## src/rtl/csu_cfg.svh

```systemverilog
// register offsets, field positions, reset values and timing counts
`ifndef CSU_CFG_SVH
`define CSU_CFG_SVH
`define CSU_ADDR_CTRL1     4'h0
`define CSU_ADDR_CTRL2     4'h1
`define CSU_ADDR_TRIM      4'h2
`define CSU_ADDR_STATUS    4'h3
`define CSU_SRC_MSB        7
`define CSU_SRC_LSB        6
`define CSU_REFDIV_MSB     5
`define CSU_REFDIV_LSB     3
`define CSU_REFSEL_BIT     2
`define CSU_IREN_BIT       1
`define CSU_IRSTEN_BIT     0
`define CSU_ODIV_MSB       7
`define CSU_ODIV_LSB       6
`define CSU_LP_BIT         3
`define CSU_ERSTEN_BIT     0
`define CSU_CTRL1_RST      8'h04
`define CSU_CTRL2_RST      8'h40
`define CSU_TRIM_RST       9'h100
`define CSU_CTRL1_FORCE1   8'h06
`define CSU_INT_REF_DIV    16'h0004
`define CSU_EXT_REF_DIV    16'h0002
`define CSU_LOOP_DIV       16'h0001
`define CSU_REF_MAX_KHZ    5000
`endif

```

## src/rtl/csu_pkg.sv

```systemverilog
// types of the clock source unit
package csu_pkg;
    typedef enum logic [1:0] {
        CSU_SRC_LOOP = 2'h0,
        CSU_SRC_INT  = 2'h1,
        CSU_SRC_EXT  = 2'h2,
        CSU_SRC_RSV  = 2'h3
    } csu_src_t;
    typedef enum logic [6:0] {
        CSU_ENG_INT    = 7'h01,
        CSU_ENG_EXT    = 7'h02,
        CSU_BYP_INT    = 7'h04,
        CSU_BYP_INT_LP = 7'h08,
        CSU_BYP_EXT    = 7'h10,
        CSU_BYP_EXT_LP = 7'h20,
        CSU_STOP       = 7'h40
    } csu_mode_t;
endpackage : csu_pkg

```

## src/rtl/csu_clock_source_unit.sv

```systemverilog
// clock source unit: modes, reference and output dividers, debug clock
`timescale 1ns/1ps
`include "csu_cfg.svh"
// all ports stay on chip
module csu_clock_source_unit
    import csu_pkg::*;
(
    input  wire logic       ref_clk,
    input  wire logic       rstn,
    input  wire logic [3:0] addr,
    input  wire logic [7:0] wdata,
    input  wire logic       wr,
    input  wire logic       rd,
    output logic      [7:0] rdata,
    input  wire logic       stop_req,
    input  wire logic       debug_active,
    output logic            system_clock_out,
    output logic            bus_clock,
    output logic            debug_port_clock,
    output logic            int_ref_clock_out,
    output logic            loop_enabled
);
    logic [7:0]     clock_control_one;
    logic [7:0]     clock_control_two;
    logic [8:0]     trim;
    logic [1:0]     clock_mode_status;
    logic [1:0]     status_sync;
    csu_mode_t      mode;
    csu_mode_t      next_mode;
    csu_src_t       src_eff;
    logic           prev_int_mode;
    logic           prev_ext_mode;
    logic [2:0]     stop_s;
    logic           stop_now;
    logic [15:0]    int_cnt;
    logic [15:0]    ext_cnt;
    logic           int_tick;
    logic           ext_tick;
    logic           loop_tick;
    logic [15:0]    loop_cnt;
    logic [5:0]     refdiv_cnt;
    logic           refdiv_tick;
    logic [5:0]     refdiv_top;
    logic [1:0]     cur_src;
    logic           sel_tick;
    logic           sys_phase;
    logic [2:0]     odiv_cnt;
    logic [2:0]     odiv_top;
    logic           dbg_phase;
    logic           int_run;
    logic           ext_run;

    // reserved source code acts as loop
    assign src_eff = (clock_control_one[`CSU_SRC_MSB:`CSU_SRC_LSB] == CSU_SRC_RSV) ?
                     CSU_SRC_LOOP :
                     csu_src_t'(clock_control_one[`CSU_SRC_MSB:`CSU_SRC_LSB]);

    // stop request from another domain: three flops, act when two agree
    always_ff @(posedge ref_clk or negedge rstn) begin
        if (!rstn) begin
            stop_s <= 3'h0;
        end else begin
            stop_s <= {stop_s[1:0], stop_req};
        end
    end

    always_ff @(posedge ref_clk or negedge rstn) begin
        if (!rstn) begin
            stop_now <= 1'b0;
        end else if (stop_s[2] == stop_s[1]) begin
            stop_now <= stop_s[2];
        end
    end

    // register writes
    always_ff @(posedge ref_clk or negedge rstn) begin
        if (!rstn) begin
            clock_control_one <= `CSU_CTRL1_RST;
            clock_control_two <= `CSU_CTRL2_RST;
            trim              <= `CSU_TRIM_RST;
        end else if (wr) begin
            unique case (addr)
                `CSU_ADDR_CTRL1: clock_control_one <= wdata;
                `CSU_ADDR_CTRL2: clock_control_two <= wdata;
                `CSU_ADDR_TRIM:  trim[8:1] <= wdata;
                `CSU_ADDR_STATUS: trim[0] <= wdata[0];
                default: ;
            endcase
        end
    end

    // register reads, data one cycle later
    always_ff @(posedge ref_clk or negedge rstn) begin
        if (!rstn) begin
            rdata <= 8'h00;
        end else if (rd) begin
            unique case (addr)
                `CSU_ADDR_CTRL1: rdata <= clock_control_one | `CSU_CTRL1_FORCE1;
                `CSU_ADDR_CTRL2: rdata <= clock_control_two;
                `CSU_ADDR_TRIM:  rdata <= trim[8:1];
                `CSU_ADDR_STATUS: rdata <= {4'h0, clock_mode_status, 1'b0, trim[0]};
                default:         rdata <= 8'h00;
            endcase
        end else begin
            rdata <= 8'h00;
        end
    end

    // mode from control fields
    always_comb begin
        next_mode = CSU_ENG_INT;
        if (stop_now) begin
            next_mode = CSU_STOP;
        end else begin
            unique case (src_eff)
                CSU_SRC_INT: next_mode = (clock_control_two[`CSU_LP_BIT] && !debug_active) ?
                                         CSU_BYP_INT_LP : CSU_BYP_INT;
                CSU_SRC_EXT: next_mode = (clock_control_two[`CSU_LP_BIT] && !debug_active) ?
                                         CSU_BYP_EXT_LP : CSU_BYP_EXT;
                default:     next_mode = clock_control_one[`CSU_REFSEL_BIT] ?
                                         CSU_ENG_INT : CSU_ENG_EXT;
            endcase
        end
    end

    always_ff @(posedge ref_clk or negedge rstn) begin
        if (!rstn) begin
            mode          <= CSU_ENG_INT;
            prev_int_mode <= 1'b1;
            prev_ext_mode <= 1'b0;
        end else begin
            mode <= next_mode;
            if (mode != CSU_STOP) begin
                prev_int_mode <= (mode == CSU_ENG_INT) || (mode == CSU_BYP_INT) ||
                                 (mode == CSU_BYP_INT_LP);
                prev_ext_mode <= (mode == CSU_ENG_EXT) || (mode == CSU_BYP_EXT) ||
                                 (mode == CSU_BYP_EXT_LP);
            end
        end
    end

    // reference run control in and out of stop
    always_comb begin
        int_run = 1'b1;
        ext_run = 1'b1;
        if (mode == CSU_STOP) begin
            int_run = clock_control_one[`CSU_IRSTEN_BIT] &&
                      (clock_control_one[`CSU_IREN_BIT] || prev_int_mode);
            ext_run = clock_control_two[`CSU_ERSTEN_BIT] && prev_ext_mode;
        end
    end

    // internal and external reference enables from prescalers
    always_ff @(posedge ref_clk or negedge rstn) begin
        if (!rstn) begin
            int_cnt <= 16'h0000;
            ext_cnt <= 16'h0000;
            int_tick <= 1'b0;
            ext_tick <= 1'b0;
        end else begin
            int_tick <= int_run && (int_cnt == `CSU_INT_REF_DIV - 16'h0001);
            ext_tick <= ext_run && (ext_cnt == `CSU_EXT_REF_DIV - 16'h0001);
            int_cnt  <= (!int_run || int_cnt == `CSU_INT_REF_DIV - 16'h0001) ?
                        16'h0000 : int_cnt + 16'h0001;
            ext_cnt  <= (!ext_run || ext_cnt == `CSU_EXT_REF_DIV - 16'h0001) ?
                        16'h0000 : ext_cnt + 16'h0001;
        end
    end

    // reference divider on selected loop reference
    always_comb begin
        unique case (clock_control_one[`CSU_REFDIV_MSB:`CSU_REFDIV_LSB])
            3'h0:    refdiv_top = 6'h00;
            3'h1:    refdiv_top = 6'h01;
            3'h2:    refdiv_top = 6'h03;
            3'h3:    refdiv_top = 6'h07;
            3'h4:    refdiv_top = 6'h0f;
            default: refdiv_top = 6'h1f;
        endcase
    end

    always_ff @(posedge ref_clk or negedge rstn) begin
        if (!rstn) begin
            refdiv_cnt  <= 6'h00;
            refdiv_tick <= 1'b0;
        end else begin
            refdiv_tick <= 1'b0;
            if (clock_control_one[`CSU_REFSEL_BIT] ? int_tick : ext_tick) begin
                if (refdiv_cnt >= refdiv_top) begin
                    refdiv_cnt  <= 6'h00;
                    refdiv_tick <= 1'b1;
                end else begin
                    refdiv_cnt <= refdiv_cnt + 6'h01;
                end
            end
        end
    end

    // loop oscillator model: runs only when loop is enabled
    always_ff @(posedge ref_clk or negedge rstn) begin
        if (!rstn) begin
            loop_enabled <= 1'b1;
            loop_cnt     <= 16'h0000;
            loop_tick    <= 1'b0;
        end else begin
            loop_enabled <= !(next_mode == CSU_BYP_INT_LP || next_mode == CSU_BYP_EXT_LP ||
                              next_mode == CSU_STOP);
            loop_tick    <= loop_enabled && (loop_cnt == `CSU_LOOP_DIV - 16'h0001);
            loop_cnt     <= (!loop_enabled || loop_cnt == `CSU_LOOP_DIV - 16'h0001) ?
                            16'h0000 : loop_cnt + 16'h0001;
        end
    end

    // debug clock: loop divided by two
    always_ff @(posedge ref_clk or negedge rstn) begin
        if (!rstn) begin
            dbg_phase        <= 1'b0;
            debug_port_clock <= 1'b0;
        end else if (!loop_enabled) begin
            dbg_phase        <= 1'b0;
            debug_port_clock <= 1'b0;
        end else if (loop_tick) begin
            dbg_phase <= !dbg_phase;
            if (dbg_phase) begin
                debug_port_clock <= !debug_port_clock;
            end
        end
    end

    // source switch only when system clock is low: no runt pulse
    always_ff @(posedge ref_clk or negedge rstn) begin
        if (!rstn) begin
            cur_src <= 2'h0;
        end else if (!system_clock_out) begin
            cur_src <= src_eff;
        end
    end

    always_comb begin
        unique case (cur_src)
            2'h1:    sel_tick = int_tick;
            2'h2:    sel_tick = ext_tick;
            default: sel_tick = loop_tick;
        endcase
    end

    // undivided system clock toggles on each selected tick
    always_ff @(posedge ref_clk or negedge rstn) begin
        if (!rstn) begin
            sys_phase        <= 1'b0;
            system_clock_out <= 1'b0;
        end else if (mode == CSU_STOP) begin
            sys_phase        <= 1'b0;
            system_clock_out <= 1'b0;
        end else if (sel_tick) begin
            sys_phase        <= !sys_phase;
            system_clock_out <= !sys_phase;
        end
    end

    // output divider: bus is system clock over 2, 4, 8 or 16 by select
    always_comb begin
        unique case (clock_control_two[`CSU_ODIV_MSB:`CSU_ODIV_LSB])
            2'h0:    odiv_top = 3'h0;
            2'h1:    odiv_top = 3'h1;
            2'h2:    odiv_top = 3'h3;
            default: odiv_top = 3'h7;
        endcase
    end

    always_ff @(posedge ref_clk or negedge rstn) begin
        if (!rstn) begin
            odiv_cnt  <= 3'h0;
            bus_clock <= 1'b0;
        end else if (mode == CSU_STOP) begin
            odiv_cnt  <= 3'h0;
            bus_clock <= 1'b0;
        end else if (sel_tick && !sys_phase) begin
            if (odiv_cnt >= odiv_top) begin
                odiv_cnt  <= 3'h0;
                bus_clock <= !bus_clock;
            end else begin
                odiv_cnt <= odiv_cnt + 3'h1;
            end
        end
    end

    // internal reference output gated by its enable
    always_ff @(posedge ref_clk or negedge rstn) begin
        if (!rstn) begin
            int_ref_clock_out <= 1'b0;
        end else if (!clock_control_one[`CSU_IREN_BIT] || !int_run) begin
            int_ref_clock_out <= 1'b0;
        end else if (int_tick) begin
            int_ref_clock_out <= !int_ref_clock_out;
        end
    end

    // mode status passes two stages before showing
    always_ff @(posedge ref_clk or negedge rstn) begin
        if (!rstn) begin
            status_sync       <= 2'h0;
            clock_mode_status <= 2'h0;
        end else begin
            status_sync       <= cur_src;
            clock_mode_status <= status_sync;
        end
    end
endmodule : csu_clock_source_unit

```

## config.mk

```make
export PLATFORM = sky130hd
export DESIGN_NAME = csu_clock_source_unit
export DESIGN_NICKNAME = d
export VERILOG_FILES = /design/src/rtl/csu_pkg.sv /design/src/rtl/csu_clock_source_unit.sv
export VERILOG_INCLUDE_DIRS = /design/src /design/src/rtl
export SDC_FILE = /design/constraint.sdc
export NUM_CORES = 1
export LEC_CHECK = 0
export ABC_AREA = 1
export BUFFER_PORTS_ARGS = -buffer_cell sky130_fd_sc_hd__buf_2
export CAP_MARGIN = 20
export CORE_MARGIN = 3
export CORE_UTILIZATION = 55
export DETAILED_ROUTE_END_ITERATION = 7
export GPL_TIMING_DRIVEN = 0
export HOLD_SLACK_MARGIN = 0.02
export PLACE_DENSITY = 0.86
export SYNTH_ARGS = -nofsm -noshare
export SYNTH_HDL_FRONTEND = slang
export SYNTH_SLANG_ARGS = --single-unit
```

## constraint.sdc

```tcl
create_clock -name ref_clk -period 1.4 [get_ports ref_clk]
set_input_delay 0.07 -clock ref_clk [delete_from_list [all_inputs] [get_ports ref_clk]]
set_output_delay 0.07 -clock ref_clk [all_outputs]
set_load 0.03 [all_outputs]
```

==> summary.txt, run 1 <==
Clocking
  • # H-tree levels: 3
  • CTS buffer count: 9
  • Clock slew at the register clock pins of the worst setup and hold paths: 0.11 ns
  • Clock tree root driver cell: clkbuf_8
  • Max Buffers Root-to-Sink: 2
  • CTS tree: built
  • Worst-Skew Late Latency: 0.38 ns
  • Clock sinks: between 100 and 150

Worst setup path
  • CP dominant cell by count: nand2_2
  • Crit path max-delay cell type: dfstp_2
  • Buf/Inv on CP: 0
  • CP Data Arrival Time: 1.78 ns
  • Critical path class: flip-flop to flip-flop
  • Crit start category: flip-flop
  • Family with the most delay on the worst path: flip-flops
  • Worst Setup End Kind: flip-flop
  • CP Cell Sequence: nand2_2 > ha_4 > nand2_2 > nor2_4 > nor2_4 > nand2_2 > nor2_1 > nand3_1 > nand2_1
  • Worst-path fanout max: 3
  • Crit path largest cell delay: 0.58 ns
  • Required time worst endpoint: approximately 1.7 ns

Detailed routing
  • WL/cell: ~13 µm
  • Routed vias: 4615
  • ANT nets after route: 0
  • Post-Route WL: 12000 µm
  • Via density: 5.19
  • DR pass1 iterations: 5
  • DR iter-0 viols: between 300 and 400
  • DRC: 0

Cells and area
  • Layout Utilization: 67.4%
  • Post-route cell area: 6650 µm²
  • Layout area overhead: 17.9%
  • Share of cells above drive strength 1: 21.9%
  • Antenna Cells: 0
  • Layout net count: just under 800

Placement
  • PortBufs: 30
  • DP HPWL: 8070 µm
  • Cell Area, Placed: ~6000 µm²
  • Placer Congestion: between 0.8 and 0.9

Synth
  • Sequential fraction of the synthesis area: roughly half
  • Most common cell in the netlist: nand2_1
  • Leading post-synthesis cells by instance count: nand2_1 (172), nor2_1 (134), dfrtp_1 (106), inv_1 (72), nand3_1 (44)
  • Unique masters post-synth: 34
  • Yosys warnings: 0
  • Number of synthesized flops with an enable pin: 0
  • Dominant cell type by area after synthesis: dfrtp_1
  • Post-Syn Nets: 712
  • Post-synth ARST share: between 90% and 100%
  • Top post-synthesis cells by area: dfrtp_1 (47%), nand2_1 (11%), nor2_1 (8.9%)
  • Synth Cell Area: 5640 µm²
  • Top cell type's share of synthesized area: 47.0%
  • Mean area per synthesized cell: 8.31 µm²
  • Synth Register Bits: approximately 110
  • Main synth FF type: dfrtp_1
  • Post-synthesis cell count: roughly 680

Min path
  • Hold Path Class: input port to flip-flop

Pwr
  • Pint: 5.74 mW
  • Net Sw Frac: approximately a third
  • Clock network fraction of total power: between 20% and 30%
  • Sw Pwr: between 2 and 3 mW
  • Comb power frac: 27.9%
  • Reg power frac: between 40% and 50%
  • P_leak: 3.24 nW
  • Maximum vdd ir drop: 723 µV
  • Total power density per cell area: 1300 nW/µm²

GRT
  • Antenna violations before repair: 0
  • Vias in the first global route: 4423
  • Gr ovfl total: 0
  • Largest net degree at the start of global routing: 70
  • Total Routing Usage GR: 20.9%
  • First-pass GRT wire length: 19500 µm

STA
  • Final setup fails: 4
  • Worst-Margin Slew: 0.576 ns
  • Skew final: 0.0119 ns
  • Setup TNS: -0.387 ns
  • Minimum clock period: 1.51 ns
  • Fmax: around 660 MHz
  • RSZ-0062 raised after global routing: true
  • Setup ws final: -0.106 ns
  • Final period util: 108%
  • Final Hold Fails: 0
  • Final slew viol count: 0
  • Slew headroom: 61.6%

Floorplan
  • Initial Util: 57.2%
  • Die ar.: 11500 µm²
  • Num ports: 31
  • Core area: roughly 10000 µm²
  • Number of core rows: 36
  • Die width: 107 µm
  • Die span in y: ~110 µm

Run status
  • Failing checks: negative setup slack
  • Outcome: complete, but fails checks

Job
  • Max-cap viol count: 0
-- power groups by stage --
stage / Clock, mW / Sequential [mW] / Combinational, mW
6_report: 2.18 / 4.07 / 2.42
5_1_grt: 2.33 / 4.12 / 2.71
4_1_cts: 2.21 / 4.02 / 2.10
3_5_place_dp: 0 / 4.11 / 1.85
3_3_place_gp: 0 / 4.09 / 1.74
2_1_floorplan: 0 / 4.10 / 1.29
-- cell type report --
type | count | area, µm²
Buffer | 6 | 71.3
Inverter | 75 | 284
Clock inverter | 6 | 100
Fill cell | 728 | 3220
Clock buffer | 10 | 128
Timing Repair Buffer | 62 | 440
Tap cell | 133 | 166
Sequential cell | 112 | 2810
Multi-Input combinational cell | 486 | 2650
-- sequential cells by signal (all words and copies together) (netlist names), 2 cells and up --
register,cells
stop_s,3
mode,7
loop_cnt,16
trim,9
status_sync,2
clock_control_two,8
cur_src,2
rdata,8
clock_mode_status,2
clock_control_one,8
odiv_cnt,3
ext_cnt,16
int_cnt,16
-- layout by cell type (no fill, tap or decap), types with 5 or more instances in the layout --
cell type / Yosys / layout
nand4_1: 11 / 11
buf_2: 0 / 29
nand2_2: 8 / 16
inv_2: 2 / 6
dfstp_2: 6 / 6
o21ai_2: 22 / 22
inv_1: 72 / 68
buf_4: 1 / 21
nand2_4: 4 / 6
xor2_1: 23 / 23
clkbuf_8: 0 / 9
ha_1: 15 / 11
nand3_1: 44 / 38
o21ai_0: 7 / 7
buf_6: 5 / 5
nor2_1: 134 / 126
dfrtp_1: 106 / 104
dlygate4sd3_1: 0 / 11
nor2_2: 5 / 10
a21oi_1: 5 / 5
nand3_2: 3 / 8
nor2_4: 2 / 5
nand2_1: 172 / 162
xnor2_1: 7 / 7
-- per-layer routing --
layer  share of wire [%]  global-route usage, %  vias up
met5                   0                      0        -
met4                 1.9                   5.84        0
met3                 4.2                   4.08       23
met2                  52                   36.6      122
met1                  42                   26.4     2206
li1                    -                      -     2264
-- final timing paths --
| check | to | cells after the start | from | slack [ns] |
|---|---|---|---|---|
| max | odiv_cnt[2]$_DFFE_PN0P_ | 9 | clock_control_two[6]$_DFFE_PN1P_ | -0.11 |
| min | clock_control_two[0]$_DFFE_PN0P_ | 3 | wdata[0] | 0.05 |
| max reg2reg | odiv_cnt[2]$_DFFE_PN0P_ | 9 | clock_control_two[6]$_DFFE_PN1P_ | -0.11 |
| min reg2reg | stop_s[1]$_DFF_PN0_ | 0 | stop_s[0]$_DFF_PN0_ | 0.36 |
| max in group asynchronous | trim[8]$_DFFE_PN1P_ | 3 | rstn | 0.42 |
| min in group asynchronous | loop_cnt[11]$_DFF_PN0_ | 2 | rstn | 0.22 |
-- kinds of logic after synthesis --
group | after synthesis | synth area share (%)
AOI/OAI and AO/OA | 40 | 5.21
buffers and inverters | 81 | 6.17
and+or+nand+nor | 400 | 30.6
DFF | 112 | 49.8
adders and majority gates | 16 | 3.51
xor gates and xnor gates | 30 | 4.66
-- what timing repair did --
action | CTS | global route
cloned | 0 | 0
hold buffers | 11 | 0
hold endpoints to repair | 73 | 0
buffers inserted | 8 | 12
pin swaps | 7 | 11
endpoints found under the setup margin | 41 | 42
resized for setup | 16 | 29
-- per-stage QoR --
stage	std cells	setup slack [ns]	power (mW)	hold WS (ns)
2_1_floorplan	679	0.00219	5.39	-0.226
3_3_place_gp	842	-0.943	5.83	0.180
3_5_place_dp	843	-0.217	5.95	0.105
4_1_cts	878	-0.0979	8.33	0.0449
5_1_grt	890	-0.187	9.15	0.0510
6_report	890	-0.106	8.66	0.0500
-- worst min-delay path: stages --
cell,delay [ns]
buf_2,0.07
inv_1,0.11
o21ai_2,0.15
No activity file was read; power rests on OpenSTA's default activity.
==> inputs of run 2 (changes only) <==
--- a/config.mk
+++ b/config.mk
@@ -9,7 +9,8 @@
 export ABC_AREA = 1
 export BUFFER_PORTS_ARGS = -buffer_cell sky130_fd_sc_hd__buf_2
 export CAP_MARGIN = 20
-export CORE_MARGIN = 3
+export CORE_ASPECT_RATIO = 0.8
+export CORE_MARGIN = 1.5
 export CORE_UTILIZATION = 55
 export DETAILED_ROUTE_END_ITERATION = 7
 export GPL_TIMING_DRIVEN = 0
==> run 2 against run 1 <==
Against the previous run:
- the run still ends with negative setup slack left
- wire length is 4.4% higher
- maximum frequency fell by 4.9%
- sequential share of layout area is 0.12 points higher
- via count grew 1.9%
- clock skew down 0.0016 ns
- design area decreased by 0.24%
- total power grew 2.3%
- clock power up 13%
- combinational power down 5%
- critical path depth is the same
- register-to-register slack got worse by 0.08 ns
- critical path type unchanged
==> summary.txt, run 2 (same netlist as run 1, synthesis figures left out) <==
Floorplan
  • Num ports: 31
  • Die ar.: about 11000 µm²
  • Initial Util: ~57%
  • Die span in y: 93.6 µm
  • Die width: 116 µm
  • Number of core rows: 32
  • Core area: 9810 µm²

Placement
  • PortBufs: 30
  • Pre-CTS setup slack: -0.175 ns
  • Placer Congestion: 0.932
  • DP HPWL: 8410 µm
  • Cell Area, Placed: 6000 µm²

Run status
  • Failing checks: negative setup slack
  • Outcome: complete, but fails checks

Cells and area
  • Most common cell after layout, fill and taps aside: nand2_1
  • Post-route cell area: ~6600 µm²
  • Share of cells above drive strength 1: a little over a fifth
  • Biggest regs: ext_cnt x16, int_cnt x16, loop_cnt x16
  • Layout area overhead: 17.6%
  • Leading cell types in the layout, fill and taps excluded: nand2_1 (162), nor2_1 (125), dfrtp_1 (103)
  • Antenna Cells: 0
  • Layout Utilization: 67.6%
  • Layout net count: roughly 780
  • Filler Cells Inserted: 704

Worst setup path
  • Cell depth of the worst flop-to-flop path: 9
  • Worst Setup End Kind: flip-flop
  • Worst-path fanout max: 3
  • CP Data Arrival Time: between 1.5 and 2 ns
  • Critical path class: flip-flop to flip-flop
  • Required time worst endpoint: 1.69 ns
  • Crit start category: flip-flop

Clocking
  • CTS buffer count: 9
  • Max Buffers Root-to-Sink: 2
  • Worst-Skew Late Latency: 0.36 ns
  • # H-tree levels: 3
  • Clock sinks: 112
  • CTS tree: built
  • Clock slew at the register clock pins of the worst setup and hold paths: 0.08 ns
  • Clock tree root driver cell: clkbuf_16

Job
  • Max-cap viol count: 0

STA
  • Skew final: 0.0103 ns
  • Worst-Margin Slew: 0.619 ns
  • Hold_ws: 0.0299 ns
  • Final Hold Fails: 0
  • Minimum clock period: about 1.6 ns
  • Final setup fails: 4
  • Fmax: 631 MHz
  • Final slew viol count: 0
  • Slew headroom: between 50% and 60%
  • Final period util: 113%
  • Setup ws final: -0.184 ns
  • RSZ-0062 raised after global routing: true

Detailed routing
  • Routed vias: 4701
  • DR pass1 iterations: 5
  • ANT nets after route: 0
  • Via density: 5.30
  • Post-Route WL: 12500 µm
  • DRC: 0
  • WL/cell: 14.1 µm
  • DR iter-0 viols: 274

GRT
  • First-pass GRT wire length: 20300 µm
  • Largest net degree at the start of global routing: 66
  • Vias in the first global route: 4568
  • Gr ovfl total: 0
  • Antenna violations before repair: 0
  • Total Routing Usage GR: 24.2%

Pwr
  • Maximum vdd ir drop: 916 µV
  • Total power density per cell area: 1340 nW/µm²
  • P_leak: between 3 and 4 nW

Min path
  • Worst hold stages: 3
  • Hold Path Class: input port to flip-flop
-- run 2: changes by cell type in the layout (fill, tap and decap cells not counted), sizes merged --
cell         before  now
buf              57   55
bufinv            2    0
clkbuf           10    9
clkinv            2    3
clkinvlp          0    1
dlygate4sd3      11    7
inv              77   78
-- run 2: metal layers --
metal | vias up | GRT usage, % | routed length, µm
li1 | 2254 | - | -
met1 | 2251 | 30.2 | 5250
met2 | 160 | 41.3 | 6390
met3 | 36 | 5.51 | 612
met4 | 0 | 8.43 | 284
met5 | - | 0 | 0
-- run 2: path summary, 6_finish.rpt --
path | start | to | slack [ns]
hold / removal | wdata[1] | clock_control_one[1]$_DFFE_PN0P_ | 0.03
setup reg to reg | clock_control_two[6]$_DFFE_PN1P_ | odiv_cnt[1]$_DFFE_PN0P_ | -0.18
hold reg to reg | status_sync[1]$_DFF_PN0_ | clock_mode_status[1]$_DFF_PN0_ | 0.36
min in group asynchronous | rstn | loop_cnt[8]$_DFF_PN0_ | 0.28
setup / recovery | clock_control_two[6]$_DFFE_PN1P_ | odiv_cnt[1]$_DFFE_PN0P_ | -0.18
max in group asynchronous | rstn | mode[0]$_DFF_PN1_ | 0.36
-- run 2: what timing repair did --
action | in CTS | in global routing
endpoints found under the hold margin | 59 | 0
gates cloned | 1 | 0
resized for setup | 13 | 30
pin swaps | 6 | 16
setup buffers | 9 | 8
hold buffers | 7 | 0
endpoints found under the setup margin | 38 | 42
-- run 2: area by class of cell --
cell class	count	area [µm²]	area share (%)
clock inverters	7	62.6	0.943
multi-input cells	486	2620	39.5
inverters	75	284	4.28
flip-flops and latches	112	2810	42.4
well taps	136	170	2.57
plain buffers	6	67.6	1.02
repair buffers	56	389	5.87
clock buffers	9	225	3.40
-- run 2: power breakdown --
group / switching (mW) / internal, mW
Sequential: 0.388 / 3.69
Clock: 1.23 / 1.24
Combinational: 1.39 / 0.924
-- run 2: metrics by stage --
stage	setup TNS, ns	instances	power [mW]
floorplan	0	679	5.39
global placement	-103.49	845	5.82
detailed placement	-2.87	846	5.94
CTS	-0.435	879	8.57
global route	-1.19	887	9.34
finish	-0.621	887	8.87
-- run 2: critical path, cell delays in order (launching register included) --
cell	delay [ns]
dfstp_2	0.58
nand2_2	0.09
ha_4	0.24
nand2_2	0.07
nand2_2	0.06
nor2_4	0.11
nand2_2	0.08
nor2_2	0.10
nand3_1	0.10
nand2_1	0.08
==> inputs of run 3 (changes only) <==
--- a/config.mk
+++ b/config.mk
@@ -11,11 +11,12 @@
 export CAP_MARGIN = 20
 export CORE_ASPECT_RATIO = 0.8
 export CORE_MARGIN = 1.5
-export CORE_UTILIZATION = 55
+export CORE_UTILIZATION = 57
+export CTS_BUF_LIST = sky130_fd_sc_hd__clkbuf_4
 export DETAILED_ROUTE_END_ITERATION = 7
 export GPL_TIMING_DRIVEN = 0
 export HOLD_SLACK_MARGIN = 0.02
-export PLACE_DENSITY = 0.86
+export PLACE_DENSITY = 0.88
 export SYNTH_ARGS = -nofsm -noshare
 export SYNTH_HDL_FRONTEND = slang
 export SYNTH_SLANG_ARGS = --single-unit
==> run 3 against run 2 <==
Against the previous run:
- the flow still finishes with violations (negative setup slack)
- maximum frequency rose by 0.67%
- final cell count up 2.8%
- critical path depth unchanged
- register-to-register slack about the same
- utilization is 3.5 points higher
- hold slack got worse by 0.011 ns
- wire length decreased by 1.6%
- design area is 3.4% higher
==> summary.txt, run 3 (same netlist as run 1, synthesis figures left out) <==
Clocking
  • Max Buffers Root-to-Sink: 2
  • Worst-Skew Late Latency: 0.49 ns
  • Clock sinks: 112
  • CTS buffer count: 9
  • CTS tree: built
  • # H-tree levels: 3
  • Clock slew at the register clock pins of the worst setup and hold paths: around 0.18 ns
  • Clock tree root driver cell: clkbuf_4

Run status
  • Failing checks: negative setup slack
  • Outcome: complete, but fails checks

Cells and area
  • Share of cells above drive strength 1: 25.5%
  • Leading cell types in the layout, fill and taps excluded: nand2_1 (161), nor2_1 (116), dfrtp_1 (104)
  • Layout area overhead: 21.6%
  • Layout Utilization: 71.1%
  • Layout net count: 804
  • Biggest regs: ext_cnt x16, int_cnt x16, loop_cnt x16
  • Antenna Cells: 0
  • Most common cell after layout, fill and taps aside: nand2_1
  • Post-route cell area: 6860 µm²

Detailed routing
  • DR iter-0 viols: 359
  • Post-Route WL: 12300 µm
  • WL/cell: between 10 and 15 µm
  • ANT nets after route: 0
  • DRC: 0
  • DR pass1 iterations: 5
  • Routed vias: 4763
  • Via density: 5.22

Worst setup path
  • Worst Setup End Kind: flip-flop
  • Required time worst endpoint: roughly 1.9 ns
  • CP Data Arrival Time: 2.02 ns
  • Worst-path fanout max: 3
  • Crit start category: flip-flop
  • Critical path class: flip-flop to flip-flop

GRT
  • First-pass GRT wire length: 19400 µm
  • Gr ovfl total: 0
  • Total Routing Usage GR: 23.3%
  • Global routing usage on met2: between 30% and 40%
  • Vias in the first global route: 4415
  • M1 GR Usage: between 20% and 30%
  • Most used routing layer: met2
  • Met3 global-route usage: 4.82%
  • Antenna violations before repair: 0
  • Largest net degree at the start of global routing: 78

Pwr
  • Comb power frac: 32.1%
  • Clock network fraction of total power: 20.4%
  • Sw Pwr: 3.05 mW
  • Pint: 5.52 mW
  • Net Sw Frac: 35.6%
  • Total power density per cell area: 1250 nW/µm²
  • P_leak: about 3.3 nW
  • Reg power frac: around 47%
  • Tot Pwr: 8.57 mW
  • Maximum vdd ir drop: between 700 and 800 µV

STA
  • Minimum clock period: around 1.6 ns
  • Skew final: 0.0233 ns
  • RSZ-0062 raised after global routing: true
  • Worst-Margin Slew: about 0.48 ns
  • Final Hold Fails: 0
  • Final slew viol count: 0
  • Final setup fails: 15
  • Final period util: 112%
  • Fmax: 636 MHz
  • Slew headroom: 67.8%
  • Setup ws final: -0.173 ns

Floorplan
  • Number of core rows: 32
  • Initial Util: about three fifths
  • Num ports: 31
  • Die width: 114 µm
  • Die span in y: 92.0 µm
  • Die ar.: 10500 µm²
  • Core area: 9650 µm²

Job
  • Max-cap viol count: 0

Placement
  • PortBufs: 30
  • Cell Area, Placed: between 6000 and 7000 µm²
  • Placer Congestion: roughly 0.9
  • DP HPWL: ~8000 µm

Min path
  • Hold Path Class: input port to flip-flop
==> run 3: final timing paths <==
kind | start | to | slack, ns | cells past startpoint
worst max-delay path | clock_control_two[6]$_DFFE_PN1P_ | odiv_cnt[1]$_DFFE_PN0P_ | -0.17 | 9
worst min-delay path | addr[0] | trim[0]$_DFFE_PN0P_ | 0.02 | 5
worst max register to register | clock_control_two[6]$_DFFE_PN1P_ | odiv_cnt[1]$_DFFE_PN0P_ | -0.17 | 9
worst min register to register | status_sync[1]$_DFF_PN0_ | clock_mode_status[1]$_DFF_PN0_ | 0.38 | 0
max in group asynchronous | rstn | clock_control_two[6]$_DFFE_PN1P_ | 0.57 | 3
min in group asynchronous | rstn | int_cnt[1]$_DFF_PN0_ | 0.08 | 2
==> run 3: area by class of cell <==
class,count,area [µm²]
buffer,6,75.1
timing repair buffer,81,641
clock buffer,9,67.6
inverter,75,289
tap,136,170
sequential,112,2810
clock inverter,7,97.6
fill,671,2790
multi-input combinational,486,2710
==> run 3: through the flow <==
stage	cells	worst slack (ns)	setup TNS, ns	hold WS [ns]
final	912	-0.173	-0.669	0.0185
after global routing	912	-0.250	-2.47	0.0430
after CTS	888	-0.162	-0.570	0.0213
after detailed placement	846	-0.214	-2.97	0.0654
after global placement	845	-0.953	-103.70	0.181
after floorplan	679	0.00219	0	-0.226
==> run 3: power groups by stage <==
stage | Clock, mW | Combinational, mW | Sequential [mW]
detailed placement | 0 | 1.85 | 4.10
global route | 1.92 | 3.02 | 4.11
CTS | 1.78 | 2.08 | 4.04
finish | 1.75 | 2.75 | 4.06
floorplan | 0 | 1.29 | 4.10
global placement | 0 | 1.75 | 4.08
==> run 3: per-layer routing <==
metal	share of wire, %	wire (µm)
met4	1.9	229
met1	42	5220
met3	4.7	580
met2	51	6300
met5	0	0
==> run 3: what timing repair did <==
item                       in CTS  in global routing
buffers inserted                9                 22
hold buffers                   17                  0
hold endpoints to repair      146                  0
cloned                          0                  3
pin swaps                       9                 16
setup endpoints to repair      38                 44
resized for setup              13                 61
==> run 3: worst max-delay path: stages, from the launching register on <==
cell	delay, ns
dfstp_2	0.62
nand2_2	0.08
ha_4	0.22
nand2_2	0.07
nor2_2	0.04
nor2_2	0.13
nand2_2	0.09
nor2_4	0.10
nand3_2	0.10
nand2_2	0.08
